## src/common/ignition_defines.svh

```systemverilog
// Constants for the burner ignition sequencer: offsets, fields, resets, timing
`ifndef IGNITION_DEFINES_SVH
`define IGNITION_DEFINES_SVH

// ------------------------------------------------------------
// Clock and timer tick
// ------------------------------------------------------------
`define CLK_HZ 50000000
`define TICK_MS 100
`define TICK_CYCLES ((`CLK_HZ / 1000) * `TICK_MS)
`define TICKS_PER_SEC (1000 / `TICK_MS)

// ------------------------------------------------------------
// Fixed state and supervision times, in seconds
// ------------------------------------------------------------
`define PRE_IGNIT_SEC 2
`define IGNIT_SEC 3
`define PROVING_SEC 2
`define SAFETY_SEC 5
`define LATE_FLAME_SEC 10
`define FLAME_EARLY_SEC 1
`define FAN_SUPERVISE_SEC 60

// ------------------------------------------------------------
// Fan limits in RPM
// ------------------------------------------------------------
`define FAN_TOL_RPM 16'd300
`define FAN_HIGH_RPM 16'd4200

// ------------------------------------------------------------
// Register byte offsets
// ------------------------------------------------------------
`define ADDR_CTRL 8'h00
`define ADDR_CFG_TIME 8'h04
`define ADDR_CFG_LIMIT 8'h08
`define ADDR_FAN 8'h0c
`define ADDR_STATUS 8'h10
`define ADDR_IRQ_STAT 8'h14
`define ADDR_IRQ_MASK 8'h18

// ------------------------------------------------------------
// Field positions
// ------------------------------------------------------------
`define CTRL_DEMAND_BIT 0
`define CTRL_RESET_BIT 14
`define IRQ_LOCKOUT_BIT 0
`define IRQ_BURN_BIT 1
`define IRQ_FLAME_LOSS_BIT 2
`define IRQ_IGN_FAIL_BIT 3

// ------------------------------------------------------------
// Reset values
// ------------------------------------------------------------
`define CFG_TIME_RST 32'h000a_0014
`define CFG_LIMIT_RST 32'h0033_001e
`define FAN_RST 32'h0bb8_0000

// ------------------------------------------------------------
// Lockout error codes
// ------------------------------------------------------------
`define ERR_NONE 8'h00
`define ERR_LATE_FLAME 8'h14
`define ERR_FLAME_EARLY 8'h01
`define ERR_IGN_TRIALS 8'h02
`define ERR_FLAME_TRIALS 8'h03
`define ERR_FAN 8'h04

`endif

```

## src/common/ignition_pkg.sv

```systemverilog
// Types shared by the burner ignition sequencer
package ignition_pkg;

  // Gray codes along the normal cycle
  typedef enum logic [3:0] {
    ST_STANDBY    = 4'h0,
    ST_PREPURGE0  = 4'h1,
    ST_PREPURGE1  = 4'h3,
    ST_PREIGNIT   = 4'h2,
    ST_IGNIT      = 4'h6,
    ST_PROVING    = 4'h7,
    ST_BURN       = 4'h5,
    ST_POSTBURN   = 4'h4,
    ST_POSTPURGE0 = 4'hc,
    ST_POSTPURGE1 = 4'hd,
    ST_LOCKOUT    = 4'hf
  } seq_state_t;

endpackage : ignition_pkg

```

## src/rtl/tick_gen.sv

```systemverilog
// Fixed-rate tick pulse derived from the system clock
`timescale 1ns/100ps
`default_nettype none

module tick_gen #(
  parameter int unsigned TICK_CYCLES = 5000000
) (
  input wire logic hclk,
  input wire logic hresetn,
  output logic tick
);

  initial begin
    if (TICK_CYCLES < 2) $error("tick_gen: TICK_CYCLES must be at least 2");
  end

  logic [31:0] cnt_q;

  // ------------------------------------------------------------
  // Free-running divider
  // ------------------------------------------------------------
  assign tick = (cnt_q == 32'(TICK_CYCLES - 1));

  always_ff @(posedge hclk or negedge hresetn) begin
    if (!hresetn) cnt_q <= 32'h0;
    else if (tick) cnt_q <= 32'h0;
    else cnt_q <= cnt_q + 32'h1;
  end

endmodule : tick_gen

`default_nettype wire

```

## src/rtl/down_timer.sv

```systemverilog
// Loadable down-counter in tick units
`timescale 1ns/100ps
`default_nettype none

module down_timer #(
  parameter int unsigned W = 16
) (
  input wire logic hclk,
  input wire logic hresetn,
  input wire logic load,
  input wire logic [W-1:0] load_val,
  input wire logic tick,
  output logic done,
  output logic [W-1:0] count
);

  initial begin
    if (W < 2 || W > 32) $error("down_timer: W out of range");
  end

  logic [W-1:0] count_q;

  assign count = count_q;
  assign done = (count_q == '0);

  // ------------------------------------------------------------
  // Load wins over counting; stops at zero
  // ------------------------------------------------------------
  always_ff @(posedge hclk or negedge hresetn) begin
    if (!hresetn) count_q <= '0;
    else if (load) count_q <= load_val;
    else if (tick && !done) count_q <= count_q - W'(1);
  end

endmodule : down_timer

`default_nettype wire

```

## src/rtl/burner_ignition_sequencer.sv

```systemverilog
// Burner ignition sequencer with AHB-Lite registers and safety supervision
// Notes on behaviour
// Demand enters zero-length purge setup, fan off, then pre-purge at ignition speed.
// Pre-ignition runs igniter two seconds at ignition speed before gas.
// Safety period is ignition plus flame proving, five seconds in total.
// Ignition lasts three seconds: gas open, igniter on, ignition fan speed.
// Flame proving lasts two seconds: igniter off, gas open, ignition speed.
// Proven flame enters burn: gas open, fan modulates, no time limit.
// Post-burn is zero length: gas closes, ignition speed, starts post-purge.
// First post-purge waits for flame to vanish; after ten seconds lock error 20.
// Second post-purge holds ignition speed for the post-purge duration.
// Standby stops fan and keeps gas closed; pump overrun may continue.
// Heating pump keeps running for the overrun duration after demand ends.
// Flame for one second during pre-ignition causes lockout.
// No flame after safety period: post-purge and retry; trials exhausted lock.
// Flame loss in burn restarts burner, limited by flame trial count.
// Fan must stay within 300 RPM of target; violation for 60 s locks.
// In burn with both speeds above 4200 RPM the deviation check is skipped.
// Reset request honoured only in lockout, then clears itself.
// Lockout latches with gas closed and igniter off until reset accepted.
// Purge and pump overrun durations counted by tick timer, loaded from configuration registers; other times are fixed.
`include "ignition_defines.svh"
`timescale 1ns/100ps
`default_nettype none

module burner_ignition_sequencer
  import ignition_pkg::*;
#(
  parameter int unsigned TICK_CYCLES = `TICK_CYCLES,
  parameter int unsigned TW = 16
) (
  input wire logic hclk,
  input wire logic hresetn,
  input wire logic hsel,
  input wire logic [7:0] haddr,
  input wire logic [1:0] htrans,
  input wire logic hwrite,
  input wire logic [2:0] hsize,
  input wire logic [31:0] hwdata,
  input wire logic hready,
  output logic hreadyout,
  output logic [31:0] hrdata,
  output logic hresp,
  input wire logic flame_detected,
  input wire logic [15:0] fan_speed_actual,
  output logic fan_run,
  output logic [15:0] fan_speed_target,
  output logic igniter_on,
  output logic gas_valve_open,
  output logic heating_pump_on,
  output logic lockout,
  output logic irq
);

  localparam logic [TW-1:0] TPS = TW'(`TICKS_PER_SEC);
  localparam logic [TW-1:0] PRE_IGNIT_T = TW'(`PRE_IGNIT_SEC * `TICKS_PER_SEC);
  localparam logic [TW-1:0] IGNIT_T = TW'(`IGNIT_SEC * `TICKS_PER_SEC);
  localparam logic [TW-1:0] PROVING_T = TW'(`PROVING_SEC * `TICKS_PER_SEC);
  localparam logic [TW-1:0] LATE_T = TW'(`LATE_FLAME_SEC * `TICKS_PER_SEC);
  localparam logic [TW-1:0] EARLY_T = TW'(`FLAME_EARLY_SEC * `TICKS_PER_SEC);
  localparam logic [TW-1:0] FAN_T = TW'(`FAN_SUPERVISE_SEC * `TICKS_PER_SEC);

  // Safety period must be exactly ignition plus proving
  initial begin
    if (`IGNIT_SEC + `PROVING_SEC != `SAFETY_SEC) $error("safety period mismatch");
    if (TW < 16 || TW > 24) $error("TW must be 16 to 24");
    if (TICK_CYCLES < 2) $error("TICK_CYCLES too small");
  end

  // ------------------------------------------------------------
  // Registers and state
  // ------------------------------------------------------------
  seq_state_t state_q, state_d;
  logic [31:0] ctrl_q, cfg_time_q, cfg_limit_q, fan_cfg_q;
  logic [3:0] irq_stat_q, irq_mask_q;
  logic [7:0] err_q;
  logic [3:0] ign_trials_q, flame_restarts_q;
  logic [7:0] dph_addr_q;
  logic dph_wr_q;
  logic [31:0] rdata_q;
  logic gas_q, ign_q, fan_run_q, pump_q;
  logic [15:0] fan_tgt_q;
  logic demand_q;

  // ------------------------------------------------------------
  // AHB-Lite decode
  // ------------------------------------------------------------
  wire aph_valid = hsel && hready && htrans[1];
  wire wr_ctrl = dph_wr_q && (dph_addr_q == `ADDR_CTRL);
  wire wr_time = dph_wr_q && (dph_addr_q == `ADDR_CFG_TIME);
  wire wr_limit = dph_wr_q && (dph_addr_q == `ADDR_CFG_LIMIT);
  wire wr_fan = dph_wr_q && (dph_addr_q == `ADDR_FAN);
  wire wr_istat = dph_wr_q && (dph_addr_q == `ADDR_IRQ_STAT);
  wire wr_imask = dph_wr_q && (dph_addr_q == `ADDR_IRQ_MASK);

  assign hreadyout = 1'b1;
  assign hresp = 1'b0;

  // Address phase captured; zero-wait data phase
  always_ff @(posedge hclk or negedge hresetn) begin
    if (!hresetn) begin
      dph_addr_q <= 8'h00;
      dph_wr_q <= 1'b0;
    end else begin
      dph_addr_q <= haddr;
      dph_wr_q <= aph_valid && hwrite;
    end
  end

  // ------------------------------------------------------------
  // Configuration fields
  // ------------------------------------------------------------
  wire [11:0] pre_purge_duration = cfg_time_q[11:0];
  wire [11:0] post_purge_duration = cfg_time_q[27:16];
  wire [11:0] heating_pump_overrun_duration = cfg_limit_q[11:0];
  wire [3:0] max_ignit_trials = cfg_limit_q[19:16];
  wire [3:0] max_flame_trials = cfg_limit_q[23:20];
  wire [15:0] fan_modulate_rpm = fan_cfg_q[15:0];
  wire [15:0] fan_ignit_rpm = fan_cfg_q[31:16];
  wire [TW-1:0] pre_purge_t = TW'(pre_purge_duration) * TPS;
  wire [TW-1:0] post_purge_t = TW'(post_purge_duration) * TPS;
  wire [TW-1:0] pump_t = TW'(heating_pump_overrun_duration) * TPS;
  wire demand = ctrl_q[`CTRL_DEMAND_BIT];
  wire reset_req = ctrl_q[`CTRL_RESET_BIT];

  // ------------------------------------------------------------
  // Timers on a common tick
  // ------------------------------------------------------------
  logic tick, st_done, early_done, fan_done, pump_done, st_load;
  logic [TW-1:0] st_load_val;

  tick_gen #(.TICK_CYCLES(TICK_CYCLES)) u_tick (
    .hclk(hclk),
    .hresetn(hresetn),
    .tick(tick)
  );

  down_timer #(.W(TW)) u_state_tmr (
    .hclk(hclk),
    .hresetn(hresetn),
    .load(st_load),
    .load_val(st_load_val),
    .tick(tick),
    .done(st_done),
    .count()
  );

  // Early flame must persist one second before it locks
  wire early_arm = (state_q == ST_PREIGNIT) && flame_detected;
  down_timer #(.W(TW)) u_early_tmr (
    .hclk(hclk),
    .hresetn(hresetn),
    .load(!early_arm),
    .load_val(EARLY_T),
    .tick(tick),
    .done(early_done),
    .count()
  );

  // Fan deviation check, skipped at high speed while burning
  wire [15:0] fan_dev = (fan_speed_actual > fan_tgt_q) ? fan_speed_actual - fan_tgt_q
                                                       : fan_tgt_q - fan_speed_actual;
  wire fan_high = (state_q == ST_BURN) && (fan_speed_actual > `FAN_HIGH_RPM)
                  && (fan_tgt_q > `FAN_HIGH_RPM);
  wire fan_bad = (fan_dev > `FAN_TOL_RPM) && !fan_high && (state_q != ST_LOCKOUT);
  down_timer #(.W(TW)) u_fan_tmr (
    .hclk(hclk),
    .hresetn(hresetn),
    .load(!fan_bad),
    .load_val(FAN_T),
    .tick(tick),
    .done(fan_done),
    .count()
  );

  // Pump overrun reloads while demand stands
  down_timer #(.W(TW)) u_pump_tmr (
    .hclk(hclk),
    .hresetn(hresetn),
    .load(demand),
    .load_val(pump_t),
    .tick(tick),
    .done(pump_done),
    .count()
  );

  // ------------------------------------------------------------
  // Lockout causes; lock_code priority is late flame, early flame, ignition trials, flame trials, fan
  // ------------------------------------------------------------
  wire early_lock = early_arm && early_done;
  wire fan_lock = fan_bad && fan_done;
  wire late_lock = (state_q == ST_POSTPURGE0) && st_done && flame_detected;
  wire ign_fail = (state_q == ST_PROVING) && st_done && !flame_detected;
  wire ign_lock = ign_fail && (ign_trials_q + 4'h1 >= max_ignit_trials);
  wire flame_loss = (state_q == ST_BURN) && !flame_detected;
  wire flame_lock = flame_loss && (flame_restarts_q >= max_flame_trials);
  wire any_lock = early_lock || fan_lock || late_lock || ign_lock || flame_lock;
  wire reset_accept = reset_req && (state_q == ST_LOCKOUT);

  logic [7:0] lock_code;
  assign lock_code = late_lock ? `ERR_LATE_FLAME :
                     early_lock ? `ERR_FLAME_EARLY :
                     ign_lock ? `ERR_IGN_TRIALS :
                     flame_lock ? `ERR_FLAME_TRIALS : `ERR_FAN;

  // ------------------------------------------------------------
  // Next state
  // ------------------------------------------------------------
  always_comb begin
    state_d = state_q;
    case (state_q)
      ST_STANDBY: begin
        if (demand) state_d = ST_PREPURGE0;
      end
      ST_PREPURGE0: state_d = ST_PREPURGE1;
      ST_PREPURGE1: begin
        if (!demand) state_d = ST_STANDBY;
        else if (st_done) state_d = ST_PREIGNIT;
      end
      ST_PREIGNIT: begin
        if (!demand) state_d = ST_STANDBY;
        else if (st_done) state_d = ST_IGNIT;
      end
      ST_IGNIT: begin
        if (!demand) state_d = ST_POSTBURN;
        else if (st_done) state_d = ST_PROVING;
      end
      ST_PROVING: begin
        if (st_done && flame_detected) state_d = ST_BURN;
        else if (st_done || !demand) state_d = ST_POSTBURN;
      end
      ST_BURN: begin
        if (flame_loss || !demand) state_d = ST_POSTBURN;
      end
      ST_POSTBURN: state_d = ST_POSTPURGE0;
      ST_POSTPURGE0: begin
        if (!flame_detected) state_d = ST_POSTPURGE1;
      end
      ST_POSTPURGE1: begin
        if (st_done) state_d = demand ? ST_PREPURGE0 : ST_STANDBY;
      end
      ST_LOCKOUT: begin
        if (reset_accept) state_d = ST_STANDBY;
      end
      default: state_d = ST_STANDBY;
    endcase
    if (any_lock && state_q != ST_LOCKOUT) state_d = ST_LOCKOUT;
  end

  // State timer reloads on every state entry
  assign st_load = (state_d != state_q);
  always_comb begin
    case (state_d)
      ST_PREPURGE1: st_load_val = pre_purge_t;
      ST_PREIGNIT: st_load_val = PRE_IGNIT_T;
      ST_IGNIT: st_load_val = IGNIT_T;
      ST_PROVING: st_load_val = PROVING_T;
      ST_POSTPURGE0: st_load_val = LATE_T;
      ST_POSTPURGE1: st_load_val = post_purge_t;
      default: st_load_val = '0;
    endcase
  end

  always_ff @(posedge hclk or negedge hresetn) begin
    if (!hresetn) state_q <= ST_STANDBY;
    else state_q <= state_d;
  end

  // ------------------------------------------------------------
  // Trial counters and error code
  // ------------------------------------------------------------
  always_ff @(posedge hclk or negedge hresetn) begin
    if (!hresetn) begin
      ign_trials_q <= 4'h0;
      flame_restarts_q <= 4'h0;
      err_q <= `ERR_NONE;
    end else if (reset_accept) begin
      ign_trials_q <= 4'h0;
      flame_restarts_q <= 4'h0;
      err_q <= `ERR_NONE;
    end else begin
      if (state_q == ST_PROVING && state_d == ST_BURN) ign_trials_q <= 4'h0;
      else if (ign_fail) ign_trials_q <= ign_trials_q + 4'h1;
      if (flame_loss && demand) flame_restarts_q <= flame_restarts_q + 4'h1;
      else if (state_q == ST_STANDBY) flame_restarts_q <= 4'h0;
      if (any_lock && state_q != ST_LOCKOUT) err_q <= lock_code;
    end
  end

  // ------------------------------------------------------------
  // Actuator outputs per state
  // ------------------------------------------------------------
  wire gas_d = (state_d == ST_IGNIT) || (state_d == ST_PROVING) || (state_d == ST_BURN);
  wire ign_d = (state_d == ST_PREIGNIT) || (state_d == ST_IGNIT);
  wire fan_off_d = (state_d == ST_STANDBY) || (state_d == ST_PREPURGE0)
                   || (state_d == ST_LOCKOUT);
  wire [15:0] fan_tgt_d = fan_off_d ? 16'h0000 :
                          (state_d == ST_BURN) ? fan_modulate_rpm : fan_ignit_rpm;

  // Outputs follow the next state so they change with the state itself
  always_ff @(posedge hclk or negedge hresetn) begin
    if (!hresetn) begin
      gas_q <= 1'b0;
      ign_q <= 1'b0;
      fan_run_q <= 1'b0;
      fan_tgt_q <= 16'h0000;
      pump_q <= 1'b0;
      demand_q <= 1'b0;
    end else begin
      gas_q <= gas_d;
      ign_q <= ign_d;
      fan_run_q <= !fan_off_d;
      fan_tgt_q <= fan_tgt_d;
      pump_q <= demand || !pump_done;
      demand_q <= demand;
    end
  end

  assign gas_valve_open = gas_q;
  assign igniter_on = ign_q;
  assign fan_run = fan_run_q;
  assign fan_speed_target = fan_tgt_q;
  assign heating_pump_on = pump_q;
  assign lockout = (state_q == ST_LOCKOUT);

  // ------------------------------------------------------------
  // Software registers
  // ------------------------------------------------------------
  // Reset request bit self-clears one cycle after it is written
  always_ff @(posedge hclk or negedge hresetn) begin
    if (!hresetn) begin
      ctrl_q <= 32'h0;
      cfg_time_q <= `CFG_TIME_RST;
      cfg_limit_q <= `CFG_LIMIT_RST;
      fan_cfg_q <= `FAN_RST;
      irq_mask_q <= 4'h0;
    end else begin
      if (wr_ctrl) begin
        ctrl_q <= 32'h0;
        ctrl_q[`CTRL_DEMAND_BIT] <= hwdata[`CTRL_DEMAND_BIT];
        ctrl_q[`CTRL_RESET_BIT] <= hwdata[`CTRL_RESET_BIT];
      end else begin
        ctrl_q[`CTRL_RESET_BIT] <= 1'b0;
      end
      if (wr_time) cfg_time_q <= hwdata & 32'h0fff_0fff;
      if (wr_limit) cfg_limit_q <= hwdata & 32'h00ff_0fff;
      if (wr_fan) fan_cfg_q <= hwdata;
      if (wr_imask) irq_mask_q <= hwdata[3:0];
    end
  end

  // Sticky events; a new event wins over a write-one clear
  wire [3:0] irq_ev = {ign_fail, flame_loss && (state_d == ST_POSTBURN || any_lock),
                       (state_q == ST_PROVING) && (state_d == ST_BURN),
                       any_lock && (state_q != ST_LOCKOUT)};
  wire [3:0] irq_clr = wr_istat ? hwdata[3:0] : 4'h0;

  always_ff @(posedge hclk or negedge hresetn) begin
    if (!hresetn) irq_stat_q <= 4'h0;
    else irq_stat_q <= (irq_stat_q & ~irq_clr) | irq_ev;
  end

  assign irq = |(irq_stat_q & irq_mask_q);

  // Status word and read mux; unmapped reads give zero
  wire [31:0] status_w = {8'h00, flame_restarts_q, ign_trials_q, err_q,
                          1'b0, demand_q, pump_q, lockout, 4'(state_q)};
  wire aph_read = aph_valid && !hwrite;
  wire [31:0] rdata_d = !aph_read ? 32'h0 :
                        (haddr == `ADDR_CTRL) ? ctrl_q :
                        (haddr == `ADDR_CFG_TIME) ? cfg_time_q :
                        (haddr == `ADDR_CFG_LIMIT) ? cfg_limit_q :
                        (haddr == `ADDR_FAN) ? fan_cfg_q :
                        (haddr == `ADDR_STATUS) ? status_w :
                        (haddr == `ADDR_IRQ_STAT) ? {28'h0, irq_stat_q} :
                        (haddr == `ADDR_IRQ_MASK) ? {28'h0, irq_mask_q} : 32'h0;

  // Taken at the address phase so read data comes from a flop for the whole data phase
  always_ff @(posedge hclk or negedge hresetn) begin
    if (!hresetn) rdata_q <= 32'h0;
    else rdata_q <= rdata_d;
  end

  assign hrdata = rdata_q;

  // hsize is accepted as word only; other sizes are not decoded separately
  wire unused_ok = &{1'b0, hsize};

endmodule : burner_ignition_sequencer

`default_nettype wire

```

## config.mk

```make
export PLATFORM = sky130hd
export DESIGN_NAME = burner_ignition_sequencer
export DESIGN_NICKNAME = d
export VERILOG_FILES = /design/src/common/ignition_pkg.sv /design/src/rtl/tick_gen.sv /design/src/rtl/down_timer.sv /design/src/rtl/burner_ignition_sequencer.sv
export VERILOG_INCLUDE_DIRS = /design/src /design/src/common
export SDC_FILE = /design/constraint.sdc
export NUM_CORES = 1
export LEC_CHECK = 0
export BUFFER_PORTS_ARGS = -buffer_cell sky130_fd_sc_hd__clkbuf_2
export CAP_MARGIN = 20
export CORE_ASPECT_RATIO = 1.75
export CORE_MARGIN = 4
export CORE_UTILIZATION = 26
export DETAILED_ROUTE_END_ITERATION = 8
export MAX_ROUTING_LAYER = met4
export PLACE_DENSITY = 0.48
export SYNTH_ARGS = -nofsm -noshare
export SYNTH_HDL_FRONTEND = slang
export SYNTH_SLANG_ARGS = --single-unit
```

## constraint.sdc

```tcl
create_clock -name hclk -period 5.27 [get_ports hclk]
set_clock_uncertainty 0.15 [all_clocks]
set_input_delay 0.7905 -clock hclk [delete_from_list [all_inputs] [get_ports hclk]]
set_output_delay 0.7905 -clock hclk [all_outputs]
set_load 0.1 [all_outputs]
```

### Word-level counts from Yosys, hierarchy flattened

Index checks and enable logic that the tools add are counted.

| word-level totals | value |
|---|---|
| register bits | 264 |
| output and inout port bits | 56 |
| word-level logic and storage cells | 205 |

| operators by class | value |
|---|---|
| $add $sub $neg | 9 |
| $mul | 3 |
| magnitude comparators | 6 |
| eq/ne operators | 36 |
| muxes and demuxes | 51 |
| bitwise logic cells | 4 |
| reductions and logical operators | 71 |

Operators with widths:

| cell | count |
|---|---|
| $mux 32 | 6 |
| $mux 16 | 11 |
| $mux 4 | 23 |
| $pmux 16 s5 | 1 |
| $logic_not 16->1 | 4 |
| $sub 16x1->16 const B | 4 |
| $mul 12x3->15 const B | 3 |
| $pmux 4 s11 | 1 |
| $eq 8x5->1 const B | 5 |
| $logic_and 1x1->1 | 34 |
| $add 32x1->32 const B | 1 |
| $eq 32x23->1 const B | 1 |
| $eq 4x3->1 const B | 8 |
| $eq 8x4->1 const B | 4 |
| $gt 16x13->1 const B | 2 |
| $sub 16x16->16 | 2 |
| $eq 4x4->1 const B | 6 |
| $mux 24 | 1 |
| $eq 4x2->1 const B | 4 |
| $eq 8x3->1 const B | 2 |
| $gt 16x16->1 | 1 |
| $gt 16x9->1 const B | 1 |
| $logic_not 8->1 | 2 |
| $mux 8 | 2 |
| 19 further kinds | 51 |

### Longest topological paths before layout

| depth | value |
|---|---|
| depth after elaboration | 17 |
| depth in mapped cells | 19 |

### Modules after synthesis

From an unflattened synthesis, not the netlist that was laid out.

| second synthesis, totals | value |
|---|---|
| cells, all modules | 1736 |
| area total of the unflattened synthesis | 16507.1 um^2 |

By module, submodules not included:

| module | instances | cells each | area an instance (um^2) | sequential area each (um^2) |
|---|---|---|---|---|
| burner_ignition_sequencer | 1 | 1086 | 10735.3 | 4127.7 |
| down_timer (u_early_tmr ...) | 3 | 124 | 1046.0 | 400.4 |
| tick_gen | 1 | 159 | 1594.0 | 800.8 |
| down_timer (u_state_tmr) | 1 | 119 | 1039.7 | 400.4 |

### Worst setup path before layout

OpenSTA, ideal clock, no wires.

| timing | value |
|---|---|
| path kind | reg-to-reg |
| start | reg fan_tgt_q[0] (netlist: fan_speed_target[0]) |
| end | reg u_state_tmr.count_q[15] (netlist: u_state_tmr.count[15]) |
| library setup time | 0.079 ns |
| data arrival time | 4.410 ns |
| data required time | 5.041 ns |
| slack | 0.631 ns |
| cell stages (with the launch flop) | 17 |
| clock period less this slack | 4.639 ns |
| path through | dfrtp_1 -> ha_1 -> fa_1 -> and3b_1 -> o2111a_1 -> o21ai_1 -> a21o_1 -> buf_6 -> o211a_1 -> or4b_4 -> a2111oi_4 -> nand2_2 -> o21ai_4 -> a31oi_2 -> o22ai_4 -> buf_12 -> mux2i_1 |

| on the way | value |
|---|---|
| word-level cells in the longest chain between the ends | 16 |
| elaborated cells between the ends (all ways) | 28 |
| those cells by class | add/sub (2); order compare (3); eq/ne (7); mux (4); reduce/logical (12) |

Ends and longest elaborated chain:

| what | RTL line | text |
|---|---|---|
| start: declaration | burner_ignition_sequencer.sv:82 | `logic [15:0] fan_tgt_q;` |
| start signal: assignment | burner_ignition_sequencer.sv:313 | `fan_tgt_q <= fan_tgt_d;` |
| $sub 16x16->16 (tied with other cells) | burner_ignition_sequencer.sv:162 | `: fan_tgt_q - fan_speed_actual;` |
| $mux 16 / $logic_and 1x1->1 (equally long branches) | burner_ignition_sequencer.sv:161, burner_ignition_sequencer.sv:163 |  |
| $gt 16x9->1 (no source line) / $logic_not 1->1 (equally long branches) | n/a |  |
| $logic_and 1x1->1 * (2 in a row) | burner_ignition_sequencer.sv:165 | `` wire fan_bad = (fan_dev > `FAN_TOL_RPM) && !fan_high && (state_q != ST_LOCKOUT); `` |
| $logic_and 1x1->1 * | burner_ignition_sequencer.sv:191 | `wire fan_lock = fan_bad && fan_done;` |
| $logic_or 1x1->1 * (4 in a row) | burner_ignition_sequencer.sv:197 | `wire any_lock = early_lock \|\| fan_lock \|\| late_lock \|\| ign_lock \|\| flame_lock;` |
| $logic_and 1x1->1 * | burner_ignition_sequencer.sv:247 | `if (any_lock && state_q != ST_LOCKOUT) state_d = ST_LOCKOUT;` |
| $mux 4 * | burner_ignition_sequencer.sv:247 |  |
| $eq 4x3->1 / $eq 4x2->1 (equally long branches) | burner_ignition_sequencer.sv:253 | `case (state_d)` |
| $reduce_or 2->1 (no source line) | n/a |  |
| $pmux 16 s5 | burner_ignition_sequencer.sv:253 |  |
| $mux 16 | down_timer.sv:31 | `else if (load) count_q <= load_val;` |
| end signal: assignment | down_timer.sv:31 |  |
| end signal: assignment | down_timer.sv:32 | `else if (tick && !done) count_q <= count_q - W'(1);` |
| end: declaration | down_timer.sv:21 | `logic [W-1:0] count_q;` |

Every way passes the cells marked *; elsewhere a longest branch is shown, timed or not.
A chain may end at the register's enable or synchronous reset.

### Worst setup path after layout

| timing | value |
|---|---|
| start | reg fan_tgt_q[0] (netlist: fan_speed_target[0]) |
| end | reg ign_trials_q[1] |

| on the way | value |
|---|---|
| word-level cells in the longest chain between the ends | 16 |
| elaborated cells between the ends (all ways) | 22 |
| those cells by class | add/sub (2); order compare (3); eq/ne (1); mux (4); reduce/logical (12) |

Ends and longest elaborated chain:

| what | RTL line | text |
|---|---|---|
| $sub 16x16->16 (tied with other cells) | burner_ignition_sequencer.sv:162 |  |
| $mux 16 / $logic_and 1x1->1 (equally long branches) | burner_ignition_sequencer.sv:161, burner_ignition_sequencer.sv:163 |  |
| $gt 16x9->1 (no source line) / $logic_not 1->1 (equally long branches) | n/a |  |
| $logic_and 1x1->1 * (2 in a row) | burner_ignition_sequencer.sv:165 |  |
| $logic_and 1x1->1 * | burner_ignition_sequencer.sv:191 |  |
| $logic_or 1x1->1 * (4 in a row) | burner_ignition_sequencer.sv:197 |  |
| $logic_and 1x1->1 * | burner_ignition_sequencer.sv:247 |  |
| $mux 4 * | burner_ignition_sequencer.sv:247 |  |
| $eq 4x3->1 * | burner_ignition_sequencer.sv:282 | `if (state_q == ST_PROVING && state_d == ST_BURN) ign_trials_q <= 4'h0;` |
| $logic_and 1x1->1 * | burner_ignition_sequencer.sv:282 |  |
| $mux 4 | burner_ignition_sequencer.sv:282 |  |
| $mux 4 | burner_ignition_sequencer.sv:277 | `end else if (reset_accept) begin` |
| end signal: assignment | burner_ignition_sequencer.sv:283 | `else if (ign_fail) ign_trials_q <= ign_trials_q + 4'h1;` |
| end: declaration | burner_ignition_sequencer.sv:77 | `logic [3:0] ign_trials_q, flame_restarts_q;` |

Marked as above.

==> impl_metrics.env <==
export IMPL_gr_total_overflow=0
export IMPL_portBuffers=116
export IMPL_rsz0062_at_grt="no"
export IMPL_drive_gt1_frac=0.189
export IMPL_place_hpwl_um=37900
export IMPL_ir_drop_uv=206
export IMPL_worstPathMaxFanout=8
export IMPL_ios=123
export IMPL_yosysWarnings=0
export IMPL_postCtsHoldBufs=0
export IMPL_drtIter0Drc=636
export IMPL_synth_avg_cell_area_um2=9.77
export IMPL_htreeDepth=1
export IMPL_worst_setup_path_type="reg -> reg"
export IMPL_synth_top_family_by_area="simple AND/OR/NAND/NOR gates"
export IMPL_syn_nets=1788
export IMPL_outcome="completed"
export IMPL_postLayoutCellArea_um2=18300
export IMPL_pwr_share_comb=0.259
export IMPL_worst_slack_ns=0.486
export IMPL_start_kind="flop"
export IMPL_tns_ns=0
export IMPL_internal_power_mw=3.96
export IMPL_core_um2=60000
export IMPL_die_area_um2=64600
export IMPL_ys_seq_area_frac=0.415
export IMPL_vias=12624
export IMPL_viasPerCell=4.97
export IMPL_avgRoutedWirePerCell_um=19.5
export IMPL_synthMuxAreaShare=0.0793
export IMPL_die_height_um=333
export IMPL_switching_share=0.330
export IMPL_synth_edff_count=0
export IMPL_crit_path_end_kind="flop"
export IMPL_pwr_share_seq=0.380
export IMPL_clk_insertion_delay_late_ns=0.56
export IMPL_wl_um=49600
export IMPL_netlist_cell_type_count=94
export IMPL_async_reset_ff_frac=1.00
export IMPL_fin_crit_sh=0.908
export IMPL_p_switching_mw=1.96
export IMPL_yosys_area_share_simple=0.171
export IMPL_clockPowerShare=0.360
export IMPL_leakage_nw=8.56
export IMPL_final_setup_viol_count=0
export IMPL_placed_area_um2=17300
export IMPL_first_pass_iters=5
export IMPL_core_rowCount=119
export IMPL_fmax_mhz=209
export IMPL_drc=0
export IMPL_syn_area_um2=15700
export IMPL_antenna_found_initial=1
export IMPL_place_congestion=0.919
export IMPL_slew_viol_final=0
export IMPL_synth_cells=1609
export IMPL_worst_pin_slew_ns=0.886
export IMPL_synth_largest_area_cell="dfrtp_1"
export IMPL_cts_resized=0
export IMPL_nNetsFinal=1911
export IMPL_synth_area_top_cells="dfrtp_1 (38%), ha_1 (8.5%), mux2_2 (5.4%)"
export IMPL_grt_pass1_vias=12806
export IMPL_cts_buffer_depth=3
export IMPL_postRouteAntennaNets=0
export IMPL_grt_first_pass_wirelength_um=75300
export IMPL_place_ws_ns=-0.0229
export IMPL_die_w_um=194
export IMPL_yosysTopAreaCellShare=0.384
export IMPL_start_util=0.262
export IMPL_max_cap_violations=0
export IMPL_post_route_min_period_ns=4.78
export IMPL_required_ns=5.54
export IMPL_area_growth_pct=16.6
export IMPL_post_cts_buffers=0
export IMPL_synth_compound_area_frac=0.147
export IMPL_power_density_nw_per_um2=323
export IMPL_synth_xor_area_frac=0.0546
export IMPL_synth_top_flop_cell="dfrtp_1"
export IMPL_cts_num_sinks=260
export IMPL_totalPowerFinal_mw=5.92
export IMPL_ys_seq_elements=260
export IMPL_gr_usage_all_layers=0.152
export IMPL_crit_arrival_ns=5.05
export IMPL_cts_root_buf="clkbuf_16"
export IMPL_slew_headroom=0.402
export IMPL_holdCritPathClass="in -> async"
export IMPL_cts_tree="done"
export IMPL_synth_fa_ha_area_frac=0.0915
export IMPL_final_util=0.306
export IMPL_fillers=6292
export IMPL_cts_buffers=28
export IMPL_hold_viol_final=0
export IMPL_clk_pin_slew_ns=0.06
export IMPL_grt_max_degree=122
==> Yosys cell counts (32+ instances only) <==
library cell and number:
nor3_1 61, dfrtp_1 241, mux2_2 75, mux2i_1 38
nand3_1 45, xor2_1 36, clkbuf_1 39, nor2_1 153
inv_1 87, nand2_1 106, o21ai_0 58, o22ai_1 32
a21oi_1 92, ha_1 107, xnor2_1 62
==> worst paths after layout <==
path / start / endpoint / slack, ns / depth (start not counted)
worst max-delay path: fan_speed_target[0] / ign_trials_q[1] / 0.49 / 14
worst min-delay path: hresetn / hrdata[13] / 0.1 / 1
worst max register to register: fan_speed_target[0] / ign_trials_q[1] / 0.49 / 14
worst min register to register: u_tick.cnt_q[4] / u_tick.cnt_q[4] / 0.32 / 1
max in group asynchronous: hresetn / u_state_tmr.count[5] / 3.71 / 2
min in group hclk: haddr[7] / dph_addr_q[7] / 0.20 / 1
==> flip-flops by register name (all words and copies together), names as in the netlist, 2 cells and up <==
signal             count
cfg_limit_q           20
cfg_time_q            24
ctrl_q                 2
dph_addr_q             8
err_q                  4
fan_cfg_q             32
fan_speed_target      16
flame_restarts_q       4
hrdata                32
ign_trials_q           4
irq_mask_q             4
irq_stat_q             4
state_q                4
u_early_tmr.count     16
u_fan_tmr.count       16
u_pump_tmr.count      16
u_state_tmr.count     16
u_tick.cnt_q          32
==> power groups by stage <==
stage / logic [mW] / clock network (mW) / registers (mW)
final: 1.54 / 2.13 / 2.25
after global routing: 1.68 / 2.26 / 2.26
after CTS: 1.55 / 2.19 / 2.25
after detailed placement: 1.55 / 0 / 2.28
after global placement: 1.52 / 0 / 2.28
after floorplan: 1.07 / 0 / 2.29
==> routing by layer <==
metal	GRT usage	wire, µm
met1	0.172	20100
met2	0.284	26400
met3	0.0125	1560
met4	0.0458	1490
met5	-	0
==> area by class of cell <==
class                           instances  area, µm²  area share
Inverter                               87        327      0.0178
Clock buffer                           40        827      0.0451
Timing Repair Buffer                  155        921      0.0502
Antenna cell                            1       2.50    0.000136
Clock inverter                         11        166     0.00908
Tap cell                              786        983      0.0536
Sequential cell                       260       6530       0.356
Multi-Input combinational cell       1200       8580       0.468
==> critical path, cell delays in order, from the launching register on <==
cell       delay, ns
dfrtp_1         0.44
ha_1            0.24
fa_1            0.40
and3b_1         0.29
o2111a_1        0.30
o21ai_1         0.12
a21o_1          0.24
o211a_1         0.13
or4b_4          0.53
a2111oi_4       0.36
nand2_2         0.17
o21ai_4         0.33
nand3_1         0.34
o31ai_2         0.50
nor2_1          0.11
==> metrics by stage <==
step,cells,hold slack (ns)
4_1_cts,2539,0.102
6_report,2540,0.0965
5_1_grt,2540,0.139
3_3_place_gp,2488,0.303
2_1_floorplan,1609,0.288
3_5_place_dp,2488,0.308
==> kinds of logic (layout without fill, tap and decap cells) <==
group                    Yosys count  in the layout
AO/OA/AOI/OAI                    341            341
XOR/XNOR                          98             98
adder cells (fa/ha/maj)          112            112
buffers and inverters            149            293
flip-flops                       260            260
multiplexers                     114            114
other                              2              3
AND/OR/NAND/NOR                  533            533
==> layout by cell type, fill, tap and decap left out, types with 6 or more instances in the layout <==
cell type  instances
dfrtp_1          241
nor2_1           152
clkbuf_2         115
ha_1             107
nand2_1          106
a21oi_1           92
inv_1             87
mux2_2            75
xnor2_1           62
nor3_1            60
o21ai_0           58
nand3_1           45
mux2i_1           38
xor2_1            36
buf_4             36
o22ai_1           32
clkbuf_16         29
nor4_1            19
a22oi_1           19
dfstp_2           19
a21o_1            18
or3_1             17
nand2b_1          16
nand4_1           16
and2_1            16
and3_1            15
a221oi_1          14
nor2b_1           12
o21bai_1          11
o21a_1            10
nor3b_1           10
a211oi_1           9
or2_2              8
o211ai_1           7
o211a_1            7
a21boi_0           7
o31ai_1            6
clkbuf_8           6
Power figures use the tool's default switching activity.
